## src/hw/rpm_regs.svh

```systemverilog
// register offsets, fields, reset values and timing counts for rpm block
`ifndef RPM_REGS_SVH
`define RPM_REGS_SVH
`define RPM_ADDR_PORT_DISABLE 8'h0C
`define RPM_ADDR_FWD_CTRL 8'h20
`define RPM_ADDR_PAGE_SEL 8'h4C
`define RPM_ADDR_BC_RATE 8'h58
`define RPM_ADDR_PORT_CFG 8'h6D
`define RPM_ADDR_DIRECT_BASE 8'hF8
`define RPM_ADDR_DIRECT_LAST 8'hFB
`define RPM_RST_PORT_DISABLE 8'h00
`define RPM_RST_FWD_CTRL 8'h00
`define RPM_RST_BC_RATE 8'h00
`define RPM_RST_DIRECT_ADDR 8'h00
`define RPM_BC_RATE_LSB 0
`define RPM_BC_RATE_MSB 2
`define RPM_BC_RATE_10M 3'h2
`define RPM_MODE_LSB 0
`define RPM_MODE_MSB 1
`define RPM_DIRECT_EN_BIT 7
`define RPM_FWD_EN_LSB 0
`define RPM_PAGE_WR_LSB 0
`define RPM_PAGE_RD_LSB 4
`define RPM_FRAME_CSI2 6'h28
`define RPM_FRAME_RAW 6'h1C
`define RPM_REF_GAP_NS 20000
`define RPM_CLK_PERIOD_NS 40
`define RPM_REF_GAP_CYC ((`RPM_REF_GAP_NS) / (`RPM_CLK_PERIOD_NS))
`endif

```

## src/hw/rpm_pkg.sv

```systemverilog
// types shared by the rx port mode block
`default_nettype none
package rpm_pkg;
   typedef enum logic [1:0] {
      RPM_MODE_CSI2 = 2'h0,
      RPM_MODE_RAW12_LF = 2'h1,
      RPM_MODE_RAW12_HF = 2'h2,
      RPM_MODE_RAW10 = 2'h3
   } rpm_mode_t;
   typedef enum logic [2:0] {
      RPM_BC_50M = 3'h0,
      RPM_BC_10M = 3'h2,
      RPM_BC_2M5 = 3'h4
   } rpm_bc_t;
   typedef struct packed {
      logic valid;
      logic write;
      logic remote;
      logic [6:0] target;
      logic [7:0] addr;
      logic [7:0] wdata;
   } rpm_req_t;
   typedef struct packed {
      rpm_mode_t mode;
      logic csi2_sync;
      logic [5:0] frame_bits;
      rpm_bc_t bc_rate;
   } rpm_port_cfg_t;
endpackage
`default_nettype wire

```

## src/hw/rpm_ref_monitor.sv

```systemverilog
// reference clock activity watchdog and clock source select
`default_nettype none
`include "rpm_regs.svh"
module rpm_ref_monitor #(
   parameter int GAP_CYC = `RPM_REF_GAP_CYC
) (
   input wire logic core_clk_in,
   input wire logic sys_rst_in,
   input wire logic ref_level_in,
   output logic ref_lost_out,
   output logic use_backup_osc_out
);
   // -----------------------------------------------------------------
   // edge watch
   // -----------------------------------------------------------------
   initial begin
      if (GAP_CYC < 1) $error("rpm_ref_monitor: GAP_CYC must be >= 1");
   end
   logic ref_q;
   logic seen_edge;
   logic [$clog2(GAP_CYC+2)-1:0] gap_cnt;
   always_ff @(posedge core_clk_in) begin
      if (sys_rst_in) begin
         ref_q <= 1'b0;
      end else begin
         ref_q <= ref_level_in;
      end
   end
   // count beyond the limit so a gap of exactly the limit is tolerated
   always_ff @(posedge core_clk_in) begin
      if (sys_rst_in) begin
         gap_cnt <= '0;
         ref_lost_out <= 1'b0;
      end else if (ref_q != ref_level_in) begin
         gap_cnt <= '0;
         ref_lost_out <= 1'b0;
      end else if (gap_cnt > ($clog2(GAP_CYC+2))'(GAP_CYC)) begin
         ref_lost_out <= seen_edge;
      end else begin
         gap_cnt <= gap_cnt + 1'b1;
      end
   end
   // backup oscillator until the reference has toggled at all
   always_ff @(posedge core_clk_in) begin
      if (sys_rst_in) begin
         seen_edge <= 1'b0;
         use_backup_osc_out <= 1'b1;
      end else if (ref_q != ref_level_in) begin
         seen_edge <= 1'b1;
         use_backup_osc_out <= 1'b0;
      end
   end
endmodule
`default_nettype wire

```

## src/hw/rpm_top.sv

```systemverilog
// rx port mode, paging and access control register bank
`default_nettype none
`include "rpm_regs.svh"
// Summary of operation
// - strap index 0/4 csi2, 1/5 lf, 2/6 hf, 3/7 raw10
// - csi2 ports use 40-bit frames
// - csi2 back channel defaults to 50 Mbps
// - raw ports use 28-bit frames
// - raw back channel defaults to 2.5 Mbps
// - strap mode loaded into readable writable field
// - reference gap over 20 us flags loss after the first reference edge
// - start up on backup oscillator
// - port disable bits per receive port
// - disable bits writable only by local controller
// - page select chooses visible port page
// - page select resets to all port pages for writes, port 0 for reads
// - four direct addresses reach port pages
// - direct addresses also reach shared registers
// - forwarding disabled at reset, enabled per port
// - each port holds its own receive mode
module rpm_top #(
   parameter int NUM_PORTS = 4,
   parameter int REF_GAP_CYC = `RPM_REF_GAP_CYC,
   parameter logic [6:0] MAIN_I2C_ADDR = 7'h3D
) (
   input wire logic core_clk_in,
   input wire logic sys_rst_in,
   input wire logic [2:0] mode_strap_in,
   input wire logic ref_level_in,
   input wire rpm_pkg::rpm_req_t req_in,
   output logic [7:0] rdata_out,
   output logic ack_out,
   output logic nack_out,
   output logic [NUM_PORTS-1:0] port_enable_out,
   output logic [NUM_PORTS-1:0] fwd_enable_out,
   output rpm_pkg::rpm_port_cfg_t [NUM_PORTS-1:0] port_cfg_out,
   output logic ref_lost_out,
   output logic use_backup_osc_out
);
   initial begin
      if (NUM_PORTS != 4) $error("rpm_top: NUM_PORTS must be 4");
      if (REF_GAP_CYC < 1) $error("rpm_top: REF_GAP_CYC must be >= 1");
   end

   // -----------------------------------------------------------------
   // storage
   // -----------------------------------------------------------------
   logic [7:0] port_disable;
   logic [7:0] fwd_ctrl;
   logic [7:0] page_sel;
   rpm_pkg::rpm_mode_t mode_q [NUM_PORTS];
   logic [2:0] bc_rate_q [NUM_PORTS];
   logic [7:0] direct_q [NUM_PORTS];
   logic strap_loaded;
   logic ref_lost_w;
   logic backup_w;

   // -----------------------------------------------------------------
   // strap decode
   // -----------------------------------------------------------------
   rpm_pkg::rpm_mode_t strap_mode;
   logic strap_sync;
   always_comb begin
      strap_sync = mode_strap_in == 3'h4;
      case (mode_strap_in[1:0])
         2'h0: strap_mode = rpm_pkg::RPM_MODE_CSI2;
         2'h1: strap_mode = rpm_pkg::RPM_MODE_RAW12_LF;
         2'h2: strap_mode = rpm_pkg::RPM_MODE_RAW12_HF;
         2'h3: strap_mode = rpm_pkg::RPM_MODE_RAW10;
         default: strap_mode = rpm_pkg::RPM_MODE_CSI2;
      endcase
   end
   logic strap_sync_q;

   // -----------------------------------------------------------------
   // target decode
   // -----------------------------------------------------------------
   logic hit_main;
   logic hit_direct;
   logic [1:0] direct_port;
   logic is_port_reg;
   logic shared_hit;
   logic [NUM_PORTS-1:0] wr_ports;
   logic [1:0] rd_port;
   always_comb begin
      hit_direct = 1'b0;
      direct_port = 2'h0;
      for (int i = 0; i < NUM_PORTS; i++) begin
         if (direct_q[i][`RPM_DIRECT_EN_BIT] &&
             direct_q[i][6:0] == req_in.target && !hit_direct) begin
            hit_direct = 1'b1;
            direct_port = 2'(i);
         end
      end
      hit_main = req_in.target == MAIN_I2C_ADDR;
      is_port_reg = req_in.addr == `RPM_ADDR_BC_RATE ||
                    req_in.addr == `RPM_ADDR_PORT_CFG;
      shared_hit = req_in.addr == `RPM_ADDR_PORT_DISABLE ||
                   req_in.addr == `RPM_ADDR_FWD_CTRL ||
                   req_in.addr == `RPM_ADDR_PAGE_SEL ||
                   (req_in.addr >= `RPM_ADDR_DIRECT_BASE &&
                    req_in.addr <= `RPM_ADDR_DIRECT_LAST);
      if (hit_direct) begin
         wr_ports = 4'(1) << direct_port;
         rd_port = direct_port;
      end else begin
         wr_ports = page_sel[3:0];
         rd_port = 2'h0;
         for (int i = NUM_PORTS - 1; i >= 0; i--) begin
            if (page_sel[`RPM_PAGE_RD_LSB + i]) rd_port = 2'(i);
         end
      end
   end
   logic sel_ok;
   logic wr_go;
   assign sel_ok = req_in.valid && (hit_main || hit_direct) &&
                   (is_port_reg || shared_hit);
   assign wr_go = sel_ok && req_in.write;

   // -----------------------------------------------------------------
   // shared registers
   // -----------------------------------------------------------------
   always_ff @(posedge core_clk_in) begin
      if (sys_rst_in) begin
         port_disable <= `RPM_RST_PORT_DISABLE;
      end else if (wr_go && !req_in.remote &&
                   req_in.addr == `RPM_ADDR_PORT_DISABLE) begin
         port_disable <= req_in.wdata;
      end
   end
   always_ff @(posedge core_clk_in) begin
      if (sys_rst_in) begin
         fwd_ctrl <= `RPM_RST_FWD_CTRL;
      end else if (wr_go && req_in.addr == `RPM_ADDR_FWD_CTRL) begin
         fwd_ctrl <= req_in.wdata;
      end
   end
   // reset selects every port for writes and port 0 for reads
   always_ff @(posedge core_clk_in) begin
      if (sys_rst_in) begin
         page_sel <= 8'h0F;
      end else if (wr_go && req_in.addr == `RPM_ADDR_PAGE_SEL) begin
         page_sel <= req_in.wdata;
      end
   end

   // -----------------------------------------------------------------
   // per-port registers
   // -----------------------------------------------------------------
   always_ff @(posedge core_clk_in) begin
      if (sys_rst_in) begin
         strap_loaded <= 1'b0;
         strap_sync_q <= 1'b0;
      end else if (!strap_loaded) begin
         strap_loaded <= 1'b1;
         strap_sync_q <= strap_sync;
      end
   end
   genvar p;
   generate
      for (p = 0; p < NUM_PORTS; p++) begin : g_port
         // strap is caught on the first clock after reset release
         always_ff @(posedge core_clk_in) begin
            if (sys_rst_in) begin
               mode_q[p] <= rpm_pkg::RPM_MODE_CSI2;
            end else if (!strap_loaded) begin
               mode_q[p] <= strap_mode;
            end else if (wr_go && wr_ports[p] &&
                         req_in.addr == `RPM_ADDR_PORT_CFG) begin
               mode_q[p] <= rpm_pkg::rpm_mode_t'(
                  req_in.wdata[`RPM_MODE_MSB:`RPM_MODE_LSB]);
            end
         end
         // rate defaults follow the strapped mode; software may retune
         always_ff @(posedge core_clk_in) begin
            if (sys_rst_in) begin
               bc_rate_q[p] <= 3'(`RPM_RST_BC_RATE);
            end else if (!strap_loaded) begin
               bc_rate_q[p] <= (strap_mode == rpm_pkg::RPM_MODE_CSI2) ?
                  rpm_pkg::RPM_BC_50M : rpm_pkg::RPM_BC_2M5;
            end else if (wr_go && wr_ports[p] &&
                         req_in.addr == `RPM_ADDR_BC_RATE) begin
               bc_rate_q[p] <=
                  req_in.wdata[`RPM_BC_RATE_MSB:`RPM_BC_RATE_LSB];
            end
         end
         always_ff @(posedge core_clk_in) begin
            if (sys_rst_in) begin
               direct_q[p] <= `RPM_RST_DIRECT_ADDR;
            end else if (wr_go &&
                         req_in.addr == `RPM_ADDR_DIRECT_BASE + 8'(p)) begin
               direct_q[p] <= req_in.wdata;
            end
         end
         always_ff @(posedge core_clk_in) begin
            if (sys_rst_in) begin
               port_cfg_out[p] <= '0;
               port_enable_out[p] <= 1'b0;
               fwd_enable_out[p] <= 1'b0;
            end else begin
               port_cfg_out[p].mode <= mode_q[p];
               port_cfg_out[p].csi2_sync <= strap_sync_q &&
                  mode_q[p] == rpm_pkg::RPM_MODE_CSI2;
               port_cfg_out[p].frame_bits <=
                  (mode_q[p] == rpm_pkg::RPM_MODE_CSI2) ?
                  `RPM_FRAME_CSI2 : `RPM_FRAME_RAW;
               port_cfg_out[p].bc_rate <= rpm_pkg::rpm_bc_t'(bc_rate_q[p]);
               port_enable_out[p] <= !port_disable[p];
               fwd_enable_out[p] <= fwd_ctrl[`RPM_FWD_EN_LSB + p];
            end
         end
      end
   endgenerate

   // -----------------------------------------------------------------
   // read path and answer
   // -----------------------------------------------------------------
   logic [7:0] next_rdata;
   always_comb begin
      next_rdata = 8'h00;
      case (req_in.addr)
         `RPM_ADDR_PORT_DISABLE: next_rdata = port_disable;
         `RPM_ADDR_FWD_CTRL: next_rdata = fwd_ctrl;
         `RPM_ADDR_PAGE_SEL: next_rdata = page_sel;
         `RPM_ADDR_BC_RATE: next_rdata = {5'h00, bc_rate_q[rd_port]};
         `RPM_ADDR_PORT_CFG: next_rdata = {6'h00, mode_q[rd_port]};
         default: begin
            for (int i = 0; i < NUM_PORTS; i++) begin
               if (req_in.addr == `RPM_ADDR_DIRECT_BASE + 8'(i))
                  next_rdata = direct_q[i];
            end
         end
      endcase
   end
   // a remote write to the disable register is nacked, not stored
   always_ff @(posedge core_clk_in) begin
      if (sys_rst_in) begin
         rdata_out <= 8'h00;
         ack_out <= 1'b0;
         nack_out <= 1'b0;
      end else begin
         rdata_out <= (sel_ok && !req_in.write) ? next_rdata : 8'h00;
         ack_out <= sel_ok && !(req_in.write && req_in.remote &&
                    req_in.addr == `RPM_ADDR_PORT_DISABLE);
         nack_out <= req_in.valid && !(sel_ok && !(req_in.write &&
                     req_in.remote &&
                     req_in.addr == `RPM_ADDR_PORT_DISABLE));
      end
   end

   // -----------------------------------------------------------------
   // reference clock supervision
   // -----------------------------------------------------------------
   rpm_ref_monitor #(
      .GAP_CYC(REF_GAP_CYC)
   ) u_ref_mon (
      .core_clk_in(core_clk_in),
      .sys_rst_in(sys_rst_in),
      .ref_level_in(ref_level_in),
      .ref_lost_out(ref_lost_w),
      .use_backup_osc_out(backup_w)
   );
   always_ff @(posedge core_clk_in) begin
      if (sys_rst_in) begin
         ref_lost_out <= 1'b0;
         use_backup_osc_out <= 1'b1;
      end else begin
         ref_lost_out <= ref_lost_w;
         use_backup_osc_out <= backup_w;
      end
   end
endmodule
`default_nettype wire

```

## config.mk

```make
export PLATFORM = sky130hd
export DESIGN_NAME = rpm_top
export DESIGN_NICKNAME = d
export VERILOG_FILES = /design/src/hw/rpm_pkg.sv /design/src/hw/rpm_ref_monitor.sv /design/src/hw/rpm_top.sv
export VERILOG_INCLUDE_DIRS = /design/src /design/src/hw
export SDC_FILE = /design/constraint.sdc
export NUM_CORES = 1
export LEC_CHECK = 0
export BUFFER_PORTS_ARGS = -buffer_cell sky130_fd_sc_hd__buf_4
export CORE_UTILIZATION = 60
export CTS_CLUSTER_SIZE = 40
export DETAILED_ROUTE_END_ITERATION = 8
export MAX_ROUTING_LAYER = met4
export PLACE_DENSITY = 0.84
export SYNTH_ARGS = -nofsm -noshare
export SYNTH_HDL_FRONTEND = slang
export SYNTH_HIERARCHICAL = 1
export SYNTH_SLANG_ARGS = --single-unit
```

## constraint.sdc

```tcl
create_clock -name core_clk_in -period 7.7 [get_ports core_clk_in]
set_input_delay 0.385 -clock core_clk_in [delete_from_list [all_inputs] [get_ports core_clk_in]]
set_output_delay 0.385 -clock core_clk_in [all_outputs]
set_load 0.02 [all_outputs]
```

Yosys cells after proc, flatten, opt, wreduce, memory -nomap -nowiden
Memory sizes are Yosys's and may differ from the RTL's. A register that Yosys moved wholly into a read port is not among the register bits.
Cells that the tools add are included.

storage, ports and cells
  memories kept = 3
  bits in latches = 0
  bits of input ports = 32
  memory bits (writable) = 52
  flip-flop bits (word level) = 95
  word-level logic and storage cells = 242
  ROM bits = 0

cells by class
  bitwise operators = 21
  divide/modulo/power cells = 0
  $add $sub $neg = 1
  shifts and indexed selects = 1
  order comparisons = 3
  equality and inequality tests = 19
  mux-type cells = 94
  reduce and logical (&&, ||, !) cells = 65
  $mul = 0

memories
  memory     depth  bits a word  read ports  clocked after memory_dff  wr ports  line           text
  direct_q   4      8            4           0                         4         rpm_top.sv:53  logic [7:0] direct_q [NUM_PORTS];
  bc_rate_q  4      3            5           4                         4         rpm_top.sv:52  logic [2:0] bc_rate_q [NUM_PORTS];
  mode_q     4      2            5           0                         4         rpm_top.sv:51  rpm_pkg::rpm_mode_t mode_q [NUM_PORTS];

operators by type and width
  operator                                                count
  2-to-1 mux 8 bit                                        8
  2-to-1 mux 1 bit                                        55
  logical AND 1 bit                                       40
  one-hot mux 8 bit (5 select lines)                      1
  == test 8 bit (second input constant)                   4
  2-to-1 mux 2 bit                                        15
  == test 7 bit                                           4
  2-to-1 mux 3 bit                                        9
  == test 8 x 7 -> 1 bit (second input constant)          3
  2-to-1 mux 6 bit                                        4
  bitwise OR 1 bit                                        20
  zero test 2 bit                                         6
  zero test 1 bit                                         11
  adder 9 x 1 -> 9 bit (second input constant)            1
  > comparator 9 bit (second input constant)              1
  == test 8 x 4 -> 1 bit (second input constant)          1
  == test 8 x 6 -> 1 bit (second input constant)          1
  >= comparator 8 bit (second input constant)             1
  less-or-equal comparator 8 bit (second input constant)  1
  one-hot mux 2 bit (4 select lines)                      1
  == test 7 x 6 -> 1 bit (second input constant)          1
  logical OR 1 bit                                        6
  == test 2 bit (second input constant)                   2
  2-to-1 mux 4 bit                                        1
  other kinds (6)                                         7

Depth between registers and ports, before layout
Gate-level depths: netlist (run 1).
An unclocked memory read counts as a cell.

  word-level depth = 24
  gate-level depth with buffers = 10
  mapped depth without buffers = 8

Hierarchy
The synthesis (run 1) kept the hierarchy.

by module, submodules not included
  module           seq. area each (µm²)  cells each  area an instance (µm²)  instances
  rpm_top          3143.0                523         5771.8                  1
  rpm_ref_monitor  260.2                 71          685.7                   1

Worst setup path before layout (run 1)
OpenSTA, ideal clock, no wires.

  kind = input -> register
  start point = in req_in[8] (netlist name)
  end point = mem direct_q[0][0], enable pin
  arrival time = 2.413 ns
  setup slack = 4.900 ns
  library setup time = 0.387 ns
  cell stages on the path = 7
  cells stage by stage = buf_2 or2_2 nor4_1 o21bai_2 or2b_1 o2111ai_4 o31ai_1

RTL lines
  what                line           text
  start: declaration  rpm_top.sv:30  input wire rpm_pkg::rpm_req_t req_in,
  end: declaration    rpm_top.sv:53

==> metrics.txt, run 1 <==
status finished clean; Hold-fix buffers, CTS 0; initial drt markers 417; commonest cells after routing, fill and taps aside dfxtp_1 (92), buf_4 (92), nor2_1 (59), edfxtp_1 (52), nand2_1 (36); Pre-antenna DRT Iters 6; max incr delay on CP between 1 and 1.5 ns; VDD IR max 0.159 mV; CTS sink cnt 144; DIE AREA 0.0112 mm2; DRC Markers 0; share of cells above drive strength 1 24.7%; Final Slew Violations 0; worst hold path type in -> reg; Root Buffer clkbuf_8; Setup Viol. Count Final 0; Reg2Reg Depth 8; Finished Layout Cells 816; critical path fanouts, max 8; FP Rows 37; post-DP HPWL 11000 um; diode count 0; GPL Wtd Cong 0.952; port bufs 91; post-CTS sizing 0; critical path depth in cells 8; Critical Path End Type flop; syn_area_per_cell 10.9 um2; Die Wd 106 um; TNS Setup 0 ns; DR vias/cell between 5 and 6; Crit Path Class reg -> reg; H-Tree Depth 4; post-route minimum period 3.28 ns; Worst Path Buf+Inv 0; grt total ovfl 0; vias in the first global route 4617; Async S/R FF share, synth 0%; Data required, critical path 8.09 ns; clk slew on worst S/H paths 0.06 ns; synthesized cell area 0.00646 mm2; CP arrival around 3.7 ns; Top FF cell, synth dfxtp_1; max frequency a little over 300 MHz; synthesis-to-layout area growth 19.7%; Synth Instances 594; CP top delay family simple AND/OR/NAND/NOR gates; DR vias 4813; largest net degree at the start of global routing 71; wire per inst approximately 19 um; post-place setup slack 4.21 ns; Slew headroom 10.1%; Die Height 106 um; Worst-Margin Slew 1.34 ns; max cap viols 0; placed cell count ~780; skew final 0.00798 ns; PD cells 236 mW/mm2; Leakage Power about 0.003 uW; final worst setup slack between 4 and 5 ns; critical path's slowest cell nor4b_2; total track usage ~30%; # IOs 100; post-synthesis register bit count 144; Core Region slightly above 0.01 mm2; CTS tree done; startpoint types flop; hold path cells 3; Total Wirelength ~16000 um; Seq/Total Area, Yosys 52.7%; Clock Latency Late Sink 0.53 ns; EDFF count, synth 52; setup bufs post-CTS 0; RSZ-0062 raised after global routing false; cells along the critical path xor2_1, nor4_1, nand2_1, nand3_1, o2111ai_4, nor4b_2, mux2i_1, nor2_1; Initial Util roughly 62%; first-pass GRT wire length 24000 um; antenna violations before repair 0; clk buf depth 2; final hold violation count 0; Final ANT Viol Nets 0; Layout Nets 701; clock buffer count from CTS 17; count of cell types in the netlist 65; fin crit share a little over two fifths; synth warn 6
layer usage:
metal  GRT usage, %  share of wire, %
met5              -                 0
met4           14.3               3.7
met3           6.00               7.8
met2           49.3                50
met1           34.0                39
layout make-up:
class / count / area (um2)
timing repair buffer: 92 / 691
multi-input combinational: 405 / 2810
fill: 717 / 2640
clock inverter: 12 / 141
inverter: 7 / 26.3
sequential: 144 / 3400
clock buffer: 20 / 489
tap: 136 / 170
final timing paths:
| kind | start | end | slack [ns] |
|---|---|---|---|
| max reg2reg | direct_q[2][4]$_SDFFCE_PN0P_ | port_disable[4]$_SDFFE_PP0P_ | 4.42 |
| min | req_in[3] | page_sel[3]$_SDFFE_PP1P_ | 0.14 |
| min reg2reg | port_disable[0]$_SDFFE_PP0P_ | port_enable_out[0]$_SDFF_PP0_ | 0.45 |
| max | direct_q[2][4]$_SDFFCE_PN0P_ | port_disable[4]$_SDFFE_PP0P_ | 4.42 |
synthesized netlist by cell type, drive strengths merged, types with 5 or more instances:
cell	number	share of area (%)
a31oi	8	0.78
dfxtp	92	29
clkbuf	16	0.93
or3	5	0.48
mux4	6	2.1
a222oi	5	0.78
nand3	12	1.1
xnor2	25	3.7
nand2	37	2.3
nor4	6	0.87
and2	29	2.8
buf	29	2.9
nor3	12	0.93
inv	7	0.41
nor2b	30	2.9
or2	6	0.58
nand4	10	0.97
a21oi	15	1.2
mux2	16	2.8
mux2i	30	4.7
edfxtp	52	24
o21ai	28	2.2
nor2	60	3.6
kinds of logic after synthesis:
kind of cell,share of synthesized area (%)
muxes,9.53
other,0.0581
buffers and inverters,4.24
xor gates and xnor gates,4.22
DFF,52.7
and+or+nand+nor,19.8
AOI/OAI and AO/OA,9.03
adders and majority gates,0.387
worst reg2reg max path, stage by stage, from the launching register on:
cell and delay [ns]:
edfxtp_1 0.42, xor2_1 0.19, nor4_1 0.40, nand2_1 0.26
nand3_1 0.25, o2111ai_4 0.20, nor4b_2 1.03, mux2i_1 0.33
nor2_1 0.06
per-stage QoR:
step / power (uW) / hold WS [ns] / util [%] / cell area (um2)
floorplan: 930 / 0.410 / - / 6480
CTS: 1830 / 0.117 / 74.5 / 7730
finish: 1820 / 0.139 / 74.5 / 7730
global placement: 977 / 0.427 / 68.4 / 7100
global route: 1870 / 0.127 / 74.5 / 7730
detailed placement: 981 / 0.439 / 68.4 / 7100
power breakdown:
group	leakage [uW]	switching (uW)	internal [uW]	total (uW)
logic	0.00148	81.1	56.2	137
registers	0.00130	16.9	813	830
clock network	0.000311	329	525	854
total	0.00309	427	1390	1820
state kept, by name (all words and copies together), names as in the netlist, 4 cells and up:
name and cells:
port_enable_out 4, port_cfg_out 33, fwd_enable_out 4, port_disable 8, rdata_out 8, direct_q 32, bc_rate_q 12, page_sel 8
fwd_ctrl 8, mode_q 8, u_ref_mon/gap_cnt 9
Power figures use the tool's default switching activity.
==> run 2, diff against run 1 <==
Settings changed: CORE_UTILIZATION 60 to 57, PLACE_DENSITY 0.84 to 0.8.
Clock period 7.7 ns to 3.4 ns, I/O delays scaled along.
==> run 2 against run 1 <==
Effect of this change:
- cell area rose by 0.84%
- clock power is 130% higher
- clock skew down 0.0021 ns
- first-iteration DRC count unchanged
- clock-buffer cell count grew 1
- utilization is 3.3 points lower
- maximum frequency rose by 14%
- flip-flop and latch count stayed put
- power grew 130%
- combinational power rose by 130%
- cell count increased by 1.3%
- critical path depth unchanged
- largest power group unchanged
==> metrics.txt, run 2 (synthesized netlist as in run 1, its figures left out) <==
status finished clean (unchanged); CP arrival 3.03 ns (was 3.67 ns); Initial Util 59.1% (was 62.3%); commonest cells after routing, fill and taps aside buf_4 (99), dfxtp_1 (92), nor2_1 (59), edfxtp_1 (52), nand2_1 (36) (was dfxtp_1 (92), buf_4 (92), nor2_1 (59), edfxtp_1 (52), nand2_1 (36)); H-Tree Depth 4 (unchanged); Die Wd 108 um (was 106 um); post-DP HPWL 11200 um (was 11000 um); grt total ovfl 0 (unchanged); clk buf depth 2 (unchanged); Final ANT Viol Nets 0 (unchanged); post-route minimum period 2.87 ns (was 3.28 ns); hold slack 0.0297 ns (was 0.139 ns); PD cells 535 mW/mm2 (was 236 mW/mm2); Seq pwr share 45.1% (was 45.6%); post-place setup slack 0.487 ns (was 4.21 ns); VDD IR max 0.325 mV (was 0.159 mV); total track usage 29.1% (was 29.5%); fin util 71.3% (was 74.5%); Die Height 108 um (was 106 um); Critical Path End Type flop (unchanged); # IOs 100 (unchanged); GPL Wtd Cong 0.926 (was 0.952); Worst-Margin Slew 0.737 ns (was 1.34 ns); startpoint types flop (unchanged); Crit Path Class reg -> reg (unchanged); wire per inst 19.2 um (was 19.3 um); fin crit share 84.4% (was 42.6%); sw power 932 uW (was 427 uW); CTS sink cnt 144 (unchanged); DRC Markers 0 (unchanged); Reg2Reg Depth 8 (unchanged); critical path fanouts, max 8 (unchanged); worst hold path type in -> reg (unchanged); Critical R2R Launch direct_q[2][4]$_SDFFCE_PN0P_ (unchanged); diode count 0 (unchanged); Total Wirelength 15900 um (was 15700 um); share of cells above drive strength 1 25.5% (was 24.7%); clock buffer count from CTS 17 (unchanged); antenna violations before repair 0 (unchanged); largest registers port_cfg_out: 33 flops, direct_q: 32 flops, bc_rate_q: 12 flops (unchanged); Layout Nets 708 (was 701); Pre-antenna DRT Iters 8 (was 6); combinational cell fraction of total power 7.6% (was 7.5%); Hold-fix buffers, CTS 0 (unchanged); Final Slew Violations 0 (unchanged); RSZ-0062 raised after global routing false (unchanged); Largest register FFs 33 (unchanged); skew final 0.00590 ns (was 0.00798 ns); crit path launch direct_q[2][4]$_SDFFCE_PN0P_ (unchanged); crit path capture bc_rate_q[2][2]$_SDFFCE_PN0P_ (was port_disable[4]$_SDFFE_PP0P_); CTS tree done (unchanged); Data required, critical path 3.56 ns (was 8.09 ns); max frequency 348 MHz (was 305 MHz); TNS Setup 0 ns (unchanged); switching part of the total 22.4% (was 23.5%); max cap viols 0 (unchanged); Setup Viol. Count Final 0 (unchanged); Power Internal 3240 uW (was 1390 uW); Core Region 0.0109 mm2 (was 0.0104 mm2); final hold violation count 0 (unchanged); clk slew on worst S/H paths 0.06 ns (about the same); first-pass GRT wire length 24700 um (was 24000 um); Reg with most FFs port_cfg_out (unchanged); final worst setup slack 0.529 ns (was 4.42 ns); synthesis-to-layout area growth 20.7% (was 19.7%); post-CTS sizing 0 (unchanged); setup bufs post-CTS 0 (unchanged); FF-to-FF setup slack 0.53 ns (was 4.42 ns); clock power share 47.4% (was 46.9%); vias in the first global route 4797 (was 4617); DR vias 4917 (was 4813); most common cell after layout, fill and taps aside buf_4; r2r endpoint bc_rate_q[2][2]$_SDFFCE_PN0P_ (was port_disable[4]$_SDFFE_PP0P_); post-layout power 4170 uW (was 1820 uW); initial drt markers 417 (unchanged); Leakage Power 0.00314 uW (was 0.00309 uW); FP Rows 38 (was 37); Slew headroom 50.9% (was 10.1%); largest net degree at the start of global routing 71 (unchanged); Clock Latency Late Sink 0.41 ns (was 0.53 ns); DR vias/cell 5.95 (was 5.90); DIE AREA 0.0118 mm2 (was 0.0112 mm2); Root Buffer clkbuf_16 (was clkbuf_8); port bufs 91 (unchanged)
## run 2: stage by stage
| step | std cells | cell area [um2] |
|---|---|---|
| final | 827 | 7790 |
| after global routing | 827 | 7790 |
| after CTS | 827 | 7790 |
| after detailed placement | 795 | 7150 |
| after global placement | 795 | 7150 |
| after floorplan | 601 | 6480 |
## run 2: metal layers
layer	vias to the layer above	wire length [um]	GRT usage (%)
met1	2338	6270	33.8
met5	-	0	-
met4	0	599	14.0
li1	2258	-	-
met2	269	7890	48.1
met3	52	1110	5.79
## run 2: power by group through the flow
stage | combinational, uW | sequential (uW) | clock (uW)
6_report | 316 | 1880 | 1970
5_1_grt | 338 | 1880 | 2060
3_3_place_gp | 305 | 1910 | 0
4_1_cts | 313 | 1880 | 1990
2_1_floorplan | 173 | 1930 | 0
3_5_place_dp | 310 | 1910 | 0
## run 2: layout make-up
cell class,count,area (um2)
sequential,144,3400
multi-input combinational,405,2810
clock buffer,21,493
tap,140,175
clock inverter,11,145
timing repair buffer,99,743
fill,790,3140
inverter,7,26.3
## run 2: how the worst min path moves through the flow
stage / from / end / slack, ns / cells after the start
3_5_place_dp: port_disable[3]$_SDFFE_PP0P_ / port_enable_out[3]$_SDFF_PP0_ / 0.43 / 1
3_3_place_gp: u_ref_mon/use_backup_osc_out$_SDFFE_PP1P_ / u_ref_mon/use_backup_osc_out$_SDFFE_PP1P_ / 0.43 / 2
4_1_cts: ref_level_in / u_ref_mon/ref_q$_SDFF_PP0_ / 0.02 / 2
6_report: ref_level_in / u_ref_mon/ref_q$_SDFF_PP0_ / 0.03 / 2
5_1_grt: ref_level_in / u_ref_mon/ref_q$_SDFF_PP0_ / 0.02 / 2
2_1_floorplan: sys_rst_in / u_ref_mon/seen_edge$_SDFFE_PP0P_ / 0.24 / 1
## run 2: critical path, cell delays in order, from the launching register on
cell and delay, ns:
edfxtp_1 0.41, xor2_1 0.19, nor4_1 0.38, nand2_1 0.25
nand3_1 0.25, o2111a_1 0.33, nand3_2 0.20, nor2_1 0.24
mux2_2 0.36
